==> src/hw/fsc_defs.svh <==
// Timing constants for the flash standby, sleep and reset controller
`ifndef FSC_DEFS_SVH
`define FSC_DEFS_SVH
`define FSC_CLK_PERIOD_NS        20
`define FSC_ADDR_ACCESS_NS       70
`define FSC_SELECT_ACCESS_NS     70
`define FSC_SLEEP_EXTRA_NS       30
`define FSC_RESET_PULSE_MIN_NS   500
`define FSC_RESET_RECOVERY_NS    50
`define FSC_READY_BUSY_NS        20000
`define FSC_READY_IDLE_NS        500
`define FSC_CEIL_CYC(ns) (((ns) + `FSC_CLK_PERIOD_NS - 1) / `FSC_CLK_PERIOD_NS)
`define FSC_ADDR_ACCESS_CYC      `FSC_CEIL_CYC(`FSC_ADDR_ACCESS_NS)
`define FSC_SELECT_ACCESS_CYC    `FSC_CEIL_CYC(`FSC_SELECT_ACCESS_NS)
`define FSC_SLEEP_CYC `FSC_CEIL_CYC(`FSC_ADDR_ACCESS_NS + `FSC_SLEEP_EXTRA_NS)
`define FSC_RESET_PULSE_CYC      `FSC_CEIL_CYC(`FSC_RESET_PULSE_MIN_NS)
`define FSC_RESET_RECOVERY_CYC   `FSC_CEIL_CYC(`FSC_RESET_RECOVERY_NS)
`define FSC_READY_BUSY_CYC       `FSC_CEIL_CYC(`FSC_READY_BUSY_NS)
`define FSC_READY_IDLE_CYC       `FSC_CEIL_CYC(`FSC_READY_IDLE_NS)
`define FSC_CNT_W                16
`define FSC_ADDR_W               22
`define FSC_DATA_W               16
`endif

==> src/hw/fsc_pkg.sv <==
// Types for the flash standby, sleep and reset controller
package fsc_pkg;
   typedef enum logic [6:0] {
      FSC_ST_STANDBY = 7'h01,
      FSC_ST_SELECT  = 7'h02,
      FSC_ST_READ    = 7'h04,
      FSC_ST_WRITE   = 7'h08,
      FSC_ST_RST_LOW = 7'h10,
      FSC_ST_RST_WT  = 7'h20,
      FSC_ST_RECOVER = 7'h40
   } fsc_state_t;

   typedef struct packed {
      logic        ce_n;
      logic        oe_n;
      logic        we_n;
      logic        reset_n;
      logic [21:0] addr;
   } fsc_pins_t;

   typedef struct packed {
      logic        rd;
      logic        wr;
      logic        hw_reset;
      logic        prog_erase;
      logic [21:0] addr;
      logic [15:0] wdata;
   } fsc_req_t;
endpackage

==> src/hw/fsc_host.sv <==
// Host-side controller for flash standby, sleep, reset and output disable
`include "fsc_defs.svh"
module fsc_host
   import fsc_pkg::*;
#(
   parameter int READY_BUSY_CYC = `FSC_READY_BUSY_CYC
) (
   input  wire logic                   i_clk,
   input  wire logic                   i_rst_b,
   input  wire fsc_req_t               i_req,
   output logic                        o_req_ready,
   output logic                        o_rdata_valid,
   output logic [`FSC_DATA_W-1:0]      o_rdata,
   output logic                        o_busy,
   output logic                        o_reissue,
   output logic                        o_sleeping,
   output fsc_pins_t                   o_pins,
   output logic [`FSC_DATA_W-1:0]      o_dq_out,
   output logic                        o_dq_oe,
   input  wire logic [`FSC_DATA_W-1:0] i_dq_in,
   input  wire logic                   i_ready_busy_n
);
   logic [`FSC_DATA_W:0] pin_sync;
   logic                 rb_sync;
   logic                 rb_sync_d_reg;
   logic                 rb_sync_d_next;

   fsc_sync #(.W(`FSC_DATA_W + 1)) u_sync (
      .i_clk   (i_clk),
      .i_rst_b (i_rst_b),
      .i_async ({i_ready_busy_n, i_dq_in}),
      .o_sync  (pin_sync)
   );
   assign rb_sync = pin_sync[`FSC_DATA_W];

   fsc_state_t                   state_reg, state_next;
   logic [`FSC_CNT_W-1:0]        cnt_reg, cnt_next;
   logic [`FSC_CNT_W-1:0]        stable_reg, stable_next;
   fsc_pins_t                    pins_reg, pins_next;
   logic [`FSC_DATA_W-1:0]       dq_out_reg, dq_out_next;
   logic                         dq_oe_reg, dq_oe_next;
   logic [`FSC_DATA_W-1:0]       rdata_reg, rdata_next;
   logic                         rvalid_reg, rvalid_next;
   logic                         pe_run_reg, pe_run_next;
   logic                         reissue_reg, reissue_next;
   logic                         rst_busy_reg, rst_busy_next;

   localparam logic [`FSC_CNT_W-1:0] SEL_CYC =
      `FSC_CNT_W'(`FSC_SELECT_ACCESS_CYC);
   localparam logic [`FSC_CNT_W-1:0] ADDR_CYC =
      `FSC_CNT_W'(`FSC_ADDR_ACCESS_CYC);
   localparam logic [`FSC_CNT_W-1:0] SLEEP_CYC =
      `FSC_CNT_W'(`FSC_SLEEP_CYC);
   localparam logic [`FSC_CNT_W-1:0] RSTP_CYC =
      `FSC_CNT_W'(`FSC_RESET_PULSE_CYC);
   localparam logic [`FSC_CNT_W-1:0] REC_CYC =
      `FSC_CNT_W'(`FSC_RESET_RECOVERY_CYC);
   localparam logic [`FSC_CNT_W-1:0] IDLE_CYC =
      `FSC_CNT_W'(`FSC_READY_IDLE_CYC);
   localparam logic [`FSC_CNT_W-1:0] BUSY_CYC = `FSC_CNT_W'(READY_BUSY_CYC);

   always_comb begin
      state_next     = state_reg;
      cnt_next       = cnt_reg;
      pins_next      = pins_reg;
      dq_out_next    = dq_out_reg;
      dq_oe_next     = 1'b0;
      rdata_next     = rdata_reg;
      rvalid_next    = 1'b0;
      pe_run_next    = pe_run_reg;
      reissue_next   = reissue_reg;
      rst_busy_next  = rst_busy_reg;
      rb_sync_d_next = rb_sync;
      // Busy release ends a tracked program or erase
      if (pe_run_reg && rb_sync && !rb_sync_d_reg) begin
         pe_run_next = 1'b0;
      end
      case (state_reg)
         FSC_ST_STANDBY: begin
            pins_next.ce_n    = 1'b1;
            pins_next.oe_n    = 1'b1;
            pins_next.we_n    = 1'b1;
            pins_next.reset_n = 1'b1;
            if (i_req.hw_reset) begin
               rst_busy_next     = pe_run_reg || !rb_sync;
               reissue_next      = pe_run_reg;
               pe_run_next       = 1'b0;
               pins_next.reset_n = 1'b0;
               cnt_next          = '0;
               state_next        = FSC_ST_RST_LOW;
            end else if (i_req.rd || i_req.wr) begin
               pins_next.addr = i_req.addr;
               pins_next.ce_n = 1'b0;
               dq_out_next    = i_req.wdata;
               cnt_next       = '0;
               if (i_req.wr) begin
                  pins_next.we_n = 1'b0;
                  dq_oe_next     = 1'b1;
                  pe_run_next    = pe_run_reg || i_req.prog_erase;
                  reissue_next   = 1'b0;
                  state_next     = FSC_ST_WRITE;
               end else begin
                  pins_next.oe_n = 1'b0;
                  state_next     = FSC_ST_SELECT;
               end
            end
         end
         FSC_ST_SELECT: begin
            cnt_next = cnt_reg + 1'b1;
            // Longer of select and address access before sampling
            if (cnt_reg >= SEL_CYC + 1'b1 && cnt_reg >= ADDR_CYC + 1'b1)
            begin
               state_next = FSC_ST_READ;
            end
         end
         FSC_ST_READ: begin
            rdata_next     = pin_sync[`FSC_DATA_W-1:0];
            rvalid_next    = 1'b1;
            pins_next.ce_n = 1'b1;
            pins_next.oe_n = 1'b1;
            state_next     = FSC_ST_STANDBY;
         end
         FSC_ST_WRITE: begin
            dq_oe_next = 1'b1;
            cnt_next   = cnt_reg + 1'b1;
            if (cnt_reg >= SEL_CYC) begin
               pins_next.we_n = 1'b1;
               pins_next.ce_n = 1'b1;
               dq_oe_next     = 1'b0;
               state_next     = FSC_ST_STANDBY;
            end
         end
         FSC_ST_RST_LOW: begin
            pins_next.ce_n    = 1'b1;
            pins_next.oe_n    = 1'b1;
            pins_next.we_n    = 1'b1;
            pins_next.reset_n = 1'b0;
            cnt_next          = cnt_reg + 1'b1;
            if (cnt_reg + 1'b1 >= RSTP_CYC) begin
               cnt_next   = '0;
               state_next = FSC_ST_RST_WT;
            end
         end
         FSC_ST_RST_WT: begin
            cnt_next = cnt_reg + 1'b1;
            if (rst_busy_reg) begin
               if (cnt_reg + 1'b1 >= BUSY_CYC && rb_sync) begin
                  pins_next.reset_n = 1'b1;
                  cnt_next          = '0;
                  state_next        = FSC_ST_RECOVER;
               end
            end else if (cnt_reg + 1'b1 >= IDLE_CYC) begin
               pins_next.reset_n = 1'b1;
               cnt_next          = '0;
               state_next        = FSC_ST_RECOVER;
            end
         end
         FSC_ST_RECOVER: begin
            cnt_next = cnt_reg + 1'b1;
            if (cnt_reg + 1'b1 >= REC_CYC) begin
               state_next = FSC_ST_STANDBY;
            end
         end
         default: begin
            state_next = FSC_ST_STANDBY;
         end
      endcase
      // Sleep timer runs on address stability only
      if (pins_next.addr != pins_reg.addr) begin
         stable_next = '0;
      end else if (stable_reg != SLEEP_CYC) begin
         stable_next = stable_reg + 1'b1;
      end else begin
         stable_next = stable_reg;
      end
      if (!i_rst_b) begin
         state_next     = FSC_ST_STANDBY;
         cnt_next       = '0;
         stable_next    = '0;
         pins_next      = '{ce_n: 1'b1, oe_n: 1'b1, we_n: 1'b1,
                             reset_n: 1'b1, addr: '0};
         dq_out_next    = '0;
         dq_oe_next     = 1'b0;
         rdata_next     = '0;
         rvalid_next    = 1'b0;
         pe_run_next    = 1'b0;
         reissue_next   = 1'b0;
         rst_busy_next  = 1'b0;
         rb_sync_d_next = 1'b1;
      end
   end

   always_ff @(posedge i_clk) begin
      state_reg     <= state_next;
      cnt_reg       <= cnt_next;
      stable_reg    <= stable_next;
      pins_reg      <= pins_next;
      dq_out_reg    <= dq_out_next;
      dq_oe_reg     <= dq_oe_next;
      rdata_reg     <= rdata_next;
      rvalid_reg    <= rvalid_next;
      pe_run_reg    <= pe_run_next;
      reissue_reg   <= reissue_next;
      rst_busy_reg  <= rst_busy_next;
      rb_sync_d_reg <= rb_sync_d_next;
   end

   assign o_req_ready   = (state_reg == FSC_ST_STANDBY);
   assign o_rdata_valid = rvalid_reg;
   assign o_rdata       = rdata_reg;
   assign o_busy        = !rb_sync || pe_run_reg;
   assign o_reissue     = reissue_reg;
   assign o_sleeping    = (stable_reg == SLEEP_CYC);
   assign o_pins        = pins_reg;
   assign o_dq_out      = dq_out_reg;
   assign o_dq_oe       = dq_oe_reg;
endmodule

==> src/hw/fsc_sync.sv <==
// Two-stage synchroniser for pin inputs
module fsc_sync
   import fsc_pkg::*;
#(
   parameter int W = 1
) (
   input  wire logic         i_clk,
   input  wire logic         i_rst_b,
   input  wire logic [W-1:0] i_async,
   output logic      [W-1:0] o_sync
);
   logic [W-1:0] stage1_reg;
   logic [W-1:0] stage2_reg;
   logic [W-1:0] stage1_next;
   logic [W-1:0] stage2_next;

   always_comb begin
      stage1_next = i_rst_b ? i_async : '0;
      stage2_next = i_rst_b ? stage1_reg : '0;
   end

   always_ff @(posedge i_clk) begin
      stage1_reg <= stage1_next;
      stage2_reg <= stage2_next;
   end

   assign o_sync = stage2_reg;
endmodule

==> config.mk <==
export PLATFORM = sky130hd
export DESIGN_NAME = fsc_host
export DESIGN_NICKNAME = d
export VERILOG_FILES = /design/src/hw/fsc_pkg.sv /design/src/hw/fsc_host.sv /design/src/hw/fsc_sync.sv
export VERILOG_INCLUDE_DIRS = /design/src /design/src/hw
export SDC_FILE = /design/constraint.sdc
export NUM_CORES = 1
export LEC_CHECK = 0
export ABC_AREA = 1
export BUFFER_PORTS_ARGS = -buffer_cell sky130_fd_sc_hd__buf_2
export CORE_UTILIZATION = 55
export CTS_BUF_LIST = sky130_fd_sc_hd__clkbuf_16
export CTS_CLUSTER_DIAMETER = 200
export DETAILED_ROUTE_END_ITERATION = 8
export MAX_ROUTING_LAYER = met4
export PLACE_DENSITY = 0.89
export SLEW_MARGIN = 10
export SYNTH_ARGS = -nofsm -noshare
export SYNTH_HDL_FRONTEND = slang
export SYNTH_SLANG_ARGS = --single-unit
==> constraint.sdc <==
create_clock -name i_clk -period 4.06 [get_ports i_clk]
set_input_delay 0.406 -clock i_clk [delete_from_list [all_inputs] [get_ports i_clk]]
set_output_delay 0.406 -clock i_clk [all_outputs]
set_load 0.02 [all_outputs]
==> impl_metrics.tcl, run 1 <==
set metrics [dict create \
    run_status "completed" \
    ys_top_cells_by_area "dfxtp_1, nand2_1, nor2_1, inv_1, o21ai_0" \
    die_w_um 109.9 \
    tns_ns 0 \
    netlist_area_um2 6401 \
    clkSinkCount 137 \
    grt_max_degree 53 \
    synth.top_cell.area_share 0.4285 \
    maxCapViolCount 0 \
    synthArstFlopShare 0 \
    power_density_nw_per_um2 640.8 \
    drive_gt1_frac 0.1777 \
    start_kind "flip-flop" \
    cts_hold_buf 0 \
    final_hold_viol_count 0 \
    drc 0 \
    synth_edf_count 0 \
    min_from "i_dq_in[8]" \
    vdd_drop_max_v 0.0004798 \
    drt_pass1_iterations 6 \
    syn-instance-count 930 \
    cp_cell_sequence "inv_1 -> nor2_1 -> nand3_4 -> nor2_4 -> buf_4 -> nand2_1 -> o21ai_0 -> o21ai_0 -> nor2_1 -> nand2_1 -> nor2_1 -> nand3_2 -> nor2_1" \
    hpwlAfterDp_mm 9.860 \
    io_pins 125 \
    drtAntennaViolNets 0 \
    arrival_ns 3.18 \
    m1WireLength_mm 6.577 \
    cts_tree "yes" \
    clock_latency_ns 0.42 \
    worstReg2RegStart "state_reg[0]$_SDFFE_PN1P_" \
    cpPeakStageDelay_ns 0.50 \
    cpMostUsedCell "nor2_1" \
    period_minus_slack_ns 2.839 \
    ys_warn_count 0 \
    crit_path_top_delay_cell "nor2_4" \
    cts_resized 0 \
    grt.total_usage 0.2603 \
    whs_endpoint "u_sync.stage1_reg[8]$_SDFF_PN0_" \
    r2r_slack_ns 1.22 \
    slew_headroom 0.1948 \
    p_leak_nw 3.971 \
    rsz0062_at_grt "no" \
    yosysTopAreaCell "dfxtp_1" \
    coreArea_um2 11370 \
    first_iter_violations 491 \
    globalplace.congestion 0.9295 \
    avgSynthCellArea_um2 6.883 \
    dieArea_um2 12070 \
    r2r_end "stable_reg[1]$_SDFFE_PP0N_" \
    worst-r2r-cell-count 13 \
    crit_fanout 32 \
    cts_post_setup_buffers_inserted 0 \
    initial_core_util 0.5630 \
    via_count 6119 \
    path_delay_family "simple AND/OR/NAND/NOR gates" \
    yosysSeqAreaShare 0.4285 \
    portBuffers 124 \
    clock.fmax_ghz 0.3523 \
    period_share 0.6992 \
    grt-ovfl-total 0 \
    wirelength_mm 14.56 \
    dr_wl_met3_um 803 \
    via_per_inst 5.095 \
    synth_common_cells "nand2_1, nor2_1, inv_1" \
    setup_viol 0 \
    grt_antenna_before_repair 0 \
    largest_reg_flops 26 \
    grt_pass1_vias 5457 \
    totalPowerFinal_mw 4.889 \
    area_growth_pct 19.19 \
    whs_path_depth 3 \
    num_rows 39 \
    dpl_cell_area_um2 7078 \
    clk_pin_slew_ns 0.06 \
    finClkSkew_ns 0.009883 \
    holdWs_ns 0.1630 \
    cts_buffer_depth 2 \
    wl_met2_mm 6.872 \
    finalInstanceArea_um2 7630 \
    slew_violations 0 \
    drt-wirelength-per-cell_um 12.12 \
    cts.htree.levels 4 \
    cts-root-buf "clkbuf_16" \
    grt_pass1_wl_mm 23.89 \
    ys_types 36 \
    die_h_um 109.9 \
    diodes 0 \
    end_kind "flip-flop" \
    fin_nets 1114 \
    synth.most_common_cell "nand2_1" \
    tightest_slew_ns 1.200 \
    synthFlopType "dfxtp_1" \
    worstHoldPathType "primary input to flip-flop" \
    worstSetupPathType "flip-flop to flip-flop" \
    cts_buffers 17 \
    cp.buffers_inverters 2 \
    synth.ff_latch_count 137 \
    cp_data_required_time_ns 4.40 \
    highest_layer "met4" \
    syn-num-nets 999 \
]
-- cell usage in the layout, fill, tap and decap left out, types with 17 or more instances in the layout --
master and instances:
nand3_1 60, buf_2 124, nand4_1 28, o21ai_0 69, nor2_1 152, clkbuf_16 17
nand2_1 193, inv_1 145, nand3b_1 17, dfxtp_1 137
-- kinds of logic after synthesis --
logic type | count (synthesis) | synth area share
adder cells (fa/ha/maj) | 8 | 0.01564
flip-flops | 137 | 0.4285
buffers and inverters | 182 | 0.1124
AND/OR/NAND/NOR | 495 | 0.3462
AO/OA/AOI/OAI | 90 | 0.07271
XOR/XNOR | 18 | 0.02463
-- metrics by stage --
step / cells / setup WS (ns) / utilization
2_1_floorplan: 930 / 2.037 / -
3_3_place_gp: 1169 / 1.300 / 0.6225
3_5_place_dp: 1169 / 1.204 / 0.6225
4_1_cts: 1201 / 1.251 / 0.6711
5_1_grt: 1201 / 0.8450 / 0.6711
6_report: 1201 / 1.221 / 0.6711
-- cell type report --
class                      count  area, um^2
fill                         929        3740
timing repair buffer         129       658.1
multi-input combinational    611        2939
clock inverter                15       126.4
clock buffer                  17       425.4
tap                          143       178.9
inverter                     149       559.3
sequential                   137        2743
-- where the power goes --
part | internal [mW] | total, mW | switching [mW]
clock | 0.842 | 1.44 | 0.601
sequential | 1.58 | 1.77 | 0.192
combinational | 0.524 | 1.67 | 1.15
total | 2.95 | 4.89 | 1.94
-- worst max path at each step --
stage,startpoint,end,slack (ns),cells after the start
finish,state_reg[0]$_SDFFE_PN1P_,stable_reg[1]$_SDFFE_PP0N_,1.22,13
global route,state_reg[0]$_SDFFE_PN1P_,stable_reg[1]$_SDFFE_PP0N_,0.85,13
CTS,state_reg[0]$_SDFFE_PN1P_,stable_reg[1]$_SDFFE_PP0N_,1.25,13
detailed placement,i_req[39],stable_reg[1]$_SDFFE_PP0N_,1.20,13
global placement,i_req[39],stable_reg[0]$_SDFFE_PP0N_,1.30,13
floorplan,cnt_reg[1]$_SDFFE_PN0P_,state_reg[4]$_SDFFE_PN0P_,2.04,16
-- worst reg2reg max path, cell delays in order (launching register included) --
cell	delay, ns
dfxtp_1	0.35
inv_1	0.08
nor2_1	0.18
nand3_4	0.13
nor2_4	0.50
buf_4	0.35
nand2_1	0.07
o21ai_0	0.10
o21ai_0	0.10
nor2_1	0.11
nand2_1	0.05
nor2_1	0.15
nand3_2	0.38
nor2_1	0.21
-- per-layer routing --
layer | vias to the layer above | global-route usage
met5 | - | -
met4 | 0 | 0.1190
met3 | 37 | 0.07410
met2 | 175 | 0.4036
met1 | 2773 | 0.3127
li1 | 3134 | -
(Power assumes the default switching activity.)
==> run 2, diff against run 1 <==
==> constraint.sdc (replaced) <==
create_clock -name i_clk -period 2.7 [get_ports i_clk]
set_input_delay 0.27 -clock i_clk [delete_from_list [all_inputs] [get_ports i_clk]]
set_output_delay 0.27 -clock i_clk [all_outputs]
set_load 0.02 [all_outputs]
==> impl_metrics.tcl, run 2 (same netlist as run 1, synthesis figures left out) <==
set metrics [dict create \
    grt-ovfl-total 0 \
    cpPeakStageDelay_ns 0.43 \
    period_minus_slack_ns 2.425 \
    hpwlAfterDp_mm 10.01 \
    power_density_nw_per_um2 984.8 \
    place_inst 1176 \
    holdWs_ns 0.03491 \
    rsz0062_at_grt "no" \
    cts_buffer_depth 2 \
    fin_cells 1209 \
    die_w_um 109.9 \
    cts.htree.levels 4 \
    final_hold_viol_count 0 \
    die_h_um 109.9 \
    finClkSkew_ns 0.008482 \
    cts_buffers 17 \
    dpl_cell_area_um2 7131 \
    drtAntennaViolNets 0 \
    crit_path_top_delay_cell "dfxtp_1" \
    cp_data_required_time_ns 3.01 \
    seqCellArea_um2 2743 \
    first_iter_violations 511 \
    drt_pass1_iterations 6 \
    tightest_slew_ns 0.6857 \
    io_pins 125 \
    grt_pass1_wl_mm 23.84 \
    start_kind "flip-flop" \
    cts_tree "yes" \
    drc 0 \
    p_switching_mw 2.996 \
    pwr-share-comb 0.349 \
    crit_fanout 8 \
    portBuffers 124 \
    cts-root-buf "clkbuf_16" \
    mostFrequentLayoutCell "nand2_1" \
    vdd_drop_max_v 0.0007000 \
    slew_headroom 0.5429 \
    cp_cell_sequence "inv_1 -> nor2_2 -> nand2_1 -> o21ai_0 -> nand2_1 -> nand2_1 -> nor2_2 -> nand3_1 -> nand2_1 -> nor2_1 -> nand2_2 -> o21ai_0 -> inv_1" \
    clock_latency_ns 0.42 \
    cpMostUsedCell "nand2_1" \
    tns_ns 0 \
    worstSetupPathType "flip-flop to flip-flop" \
    cts_post_setup_buffers_inserted 0 \
    clk_pin_slew_ns 0.06 \
    layout_common_cells "nand2_1, nor2_1, inv_1, dfxtp_1, buf_2" \
    cts_hold_buf 0 \
    clock.fmax_ghz 0.4124 \
    period_share 0.8980 \
    grt_antenna_before_repair 0 \
    nFillCells 924 \
    p_int_mw 4.611 \
    finalInstanceArea_um2 7725 \
    clockPowerShare 0.304 \
    initial_core_util 0.5630 \
    arrival_ns 2.73 \
    multiInputGateArea_um2 2948 \
    slew_violations 0 \
    globalplace.congestion 0.9095 \
    fin_nets 1122 \
    via_count 6140 \
    grt.total_usage 0.2596 \
    run_status "completed" \
    worstHoldPathType "primary input to flip-flop" \
    area_growth_pct 20.68 \
    grt_pass1_vias 5417 \
    p_leak_nw 4.030 \
    drt-wirelength-per-cell_um 12.27 \
    end_kind "flip-flop" \
    grt_max_degree 74 \
    largest_reg_flops 26 \
    coreArea_um2 11370 \
    sequentialPowerShare 0.348 \
    num_rows 39 \
    clkSinkCount 137 \
    setup_viol 0 \
    wirelength_mm 14.83 \
    drive_gt1_frac 0.1895 \
    maxCapViolCount 0 \
    diodes 0 \
    via_per_inst 5.079 \
    cts_resized 0 \
    swShare 0.3938 \
    dieArea_um2 12070 \
]
==> run 2: cell count changes in the layout (fill, tap and decap cells not counted), sizes merged <==
| cell | delta |
|---|---|
| buf | +7 |
| clkinv | +2 |
| clkinvlp | -2 |
| inv | -1 |
| nor2 | +1 |
| bufinv | +1 |
==> run 2: layout make-up <==
type | count | share of cell area
clock buffer | 17 | 0.05507
inverter | 149 | 0.07240
sequential | 137 | 0.3550
tap | 143 | 0.02316
timing repair buffer | 136 | 0.09200
clock inverter | 15 | 0.02073
multi-input combinational | 612 | 0.3816
==> run 2: power groups by stage <==
stage | registers [mW] | clock network (mW) | logic (mW)
4_1_cts | 2.64 | 2.33 | 2.60
5_1_grt | 2.69 | 2.44 | 2.95
3_5_place_dp | 2.67 | 0 | 2.57
6_report | 2.64 | 2.31 | 2.65
3_3_place_gp | 2.67 | 0 | 2.51
2_1_floorplan | 2.94 | 0 | 1.57
==> run 2: per-layer routing <==
metal	vias up	track usage	part of all wire
met5	-	-	0
met4	0	0.08857	0.019
met3	23	0.07825	0.061
met2	210	0.4196	0.48
met1	2759	0.3066	0.44
li1	3148	-	-
==> run 2: final timing paths <==
kind,depth (start not counted),endpoint,startpoint,slack (ns)
worst max register to register,13,state_reg[5]$_SDFFE_PN0P_,cnt_reg[0]$_SDFFE_PN0P_,0.28
worst min register to register,2,u_sync.o_sync[2]$_SDFF_PN0_,u_sync.stage1_reg[2]$_SDFF_PN0_,0.41
worst max-delay path,13,state_reg[5]$_SDFFE_PN0P_,cnt_reg[0]$_SDFFE_PN0P_,0.28
worst min-delay path,3,u_sync.stage1_reg[10]$_SDFF_PN0_,i_dq_in[10],0.03
==> run 2: critical path, delay by kind of cell, from the launching register on <==
family	cells	cell delay, ns
compound gates	2	0.38
buf+inv	2	0.22
flops	1	0.43
simple gates	9	1.29
==> run 2: stage by stage <==
stage	setup slack (ns)	util	power, mW
global route	0.07803	0.6794	8.081
global placement	0.2904	0.6272	5.175
floorplan	0.6768	-	4.504
finish	0.2754	0.6794	7.607
detailed placement	0.2714	0.6272	5.237
CTS	0.2492	0.6787	7.570
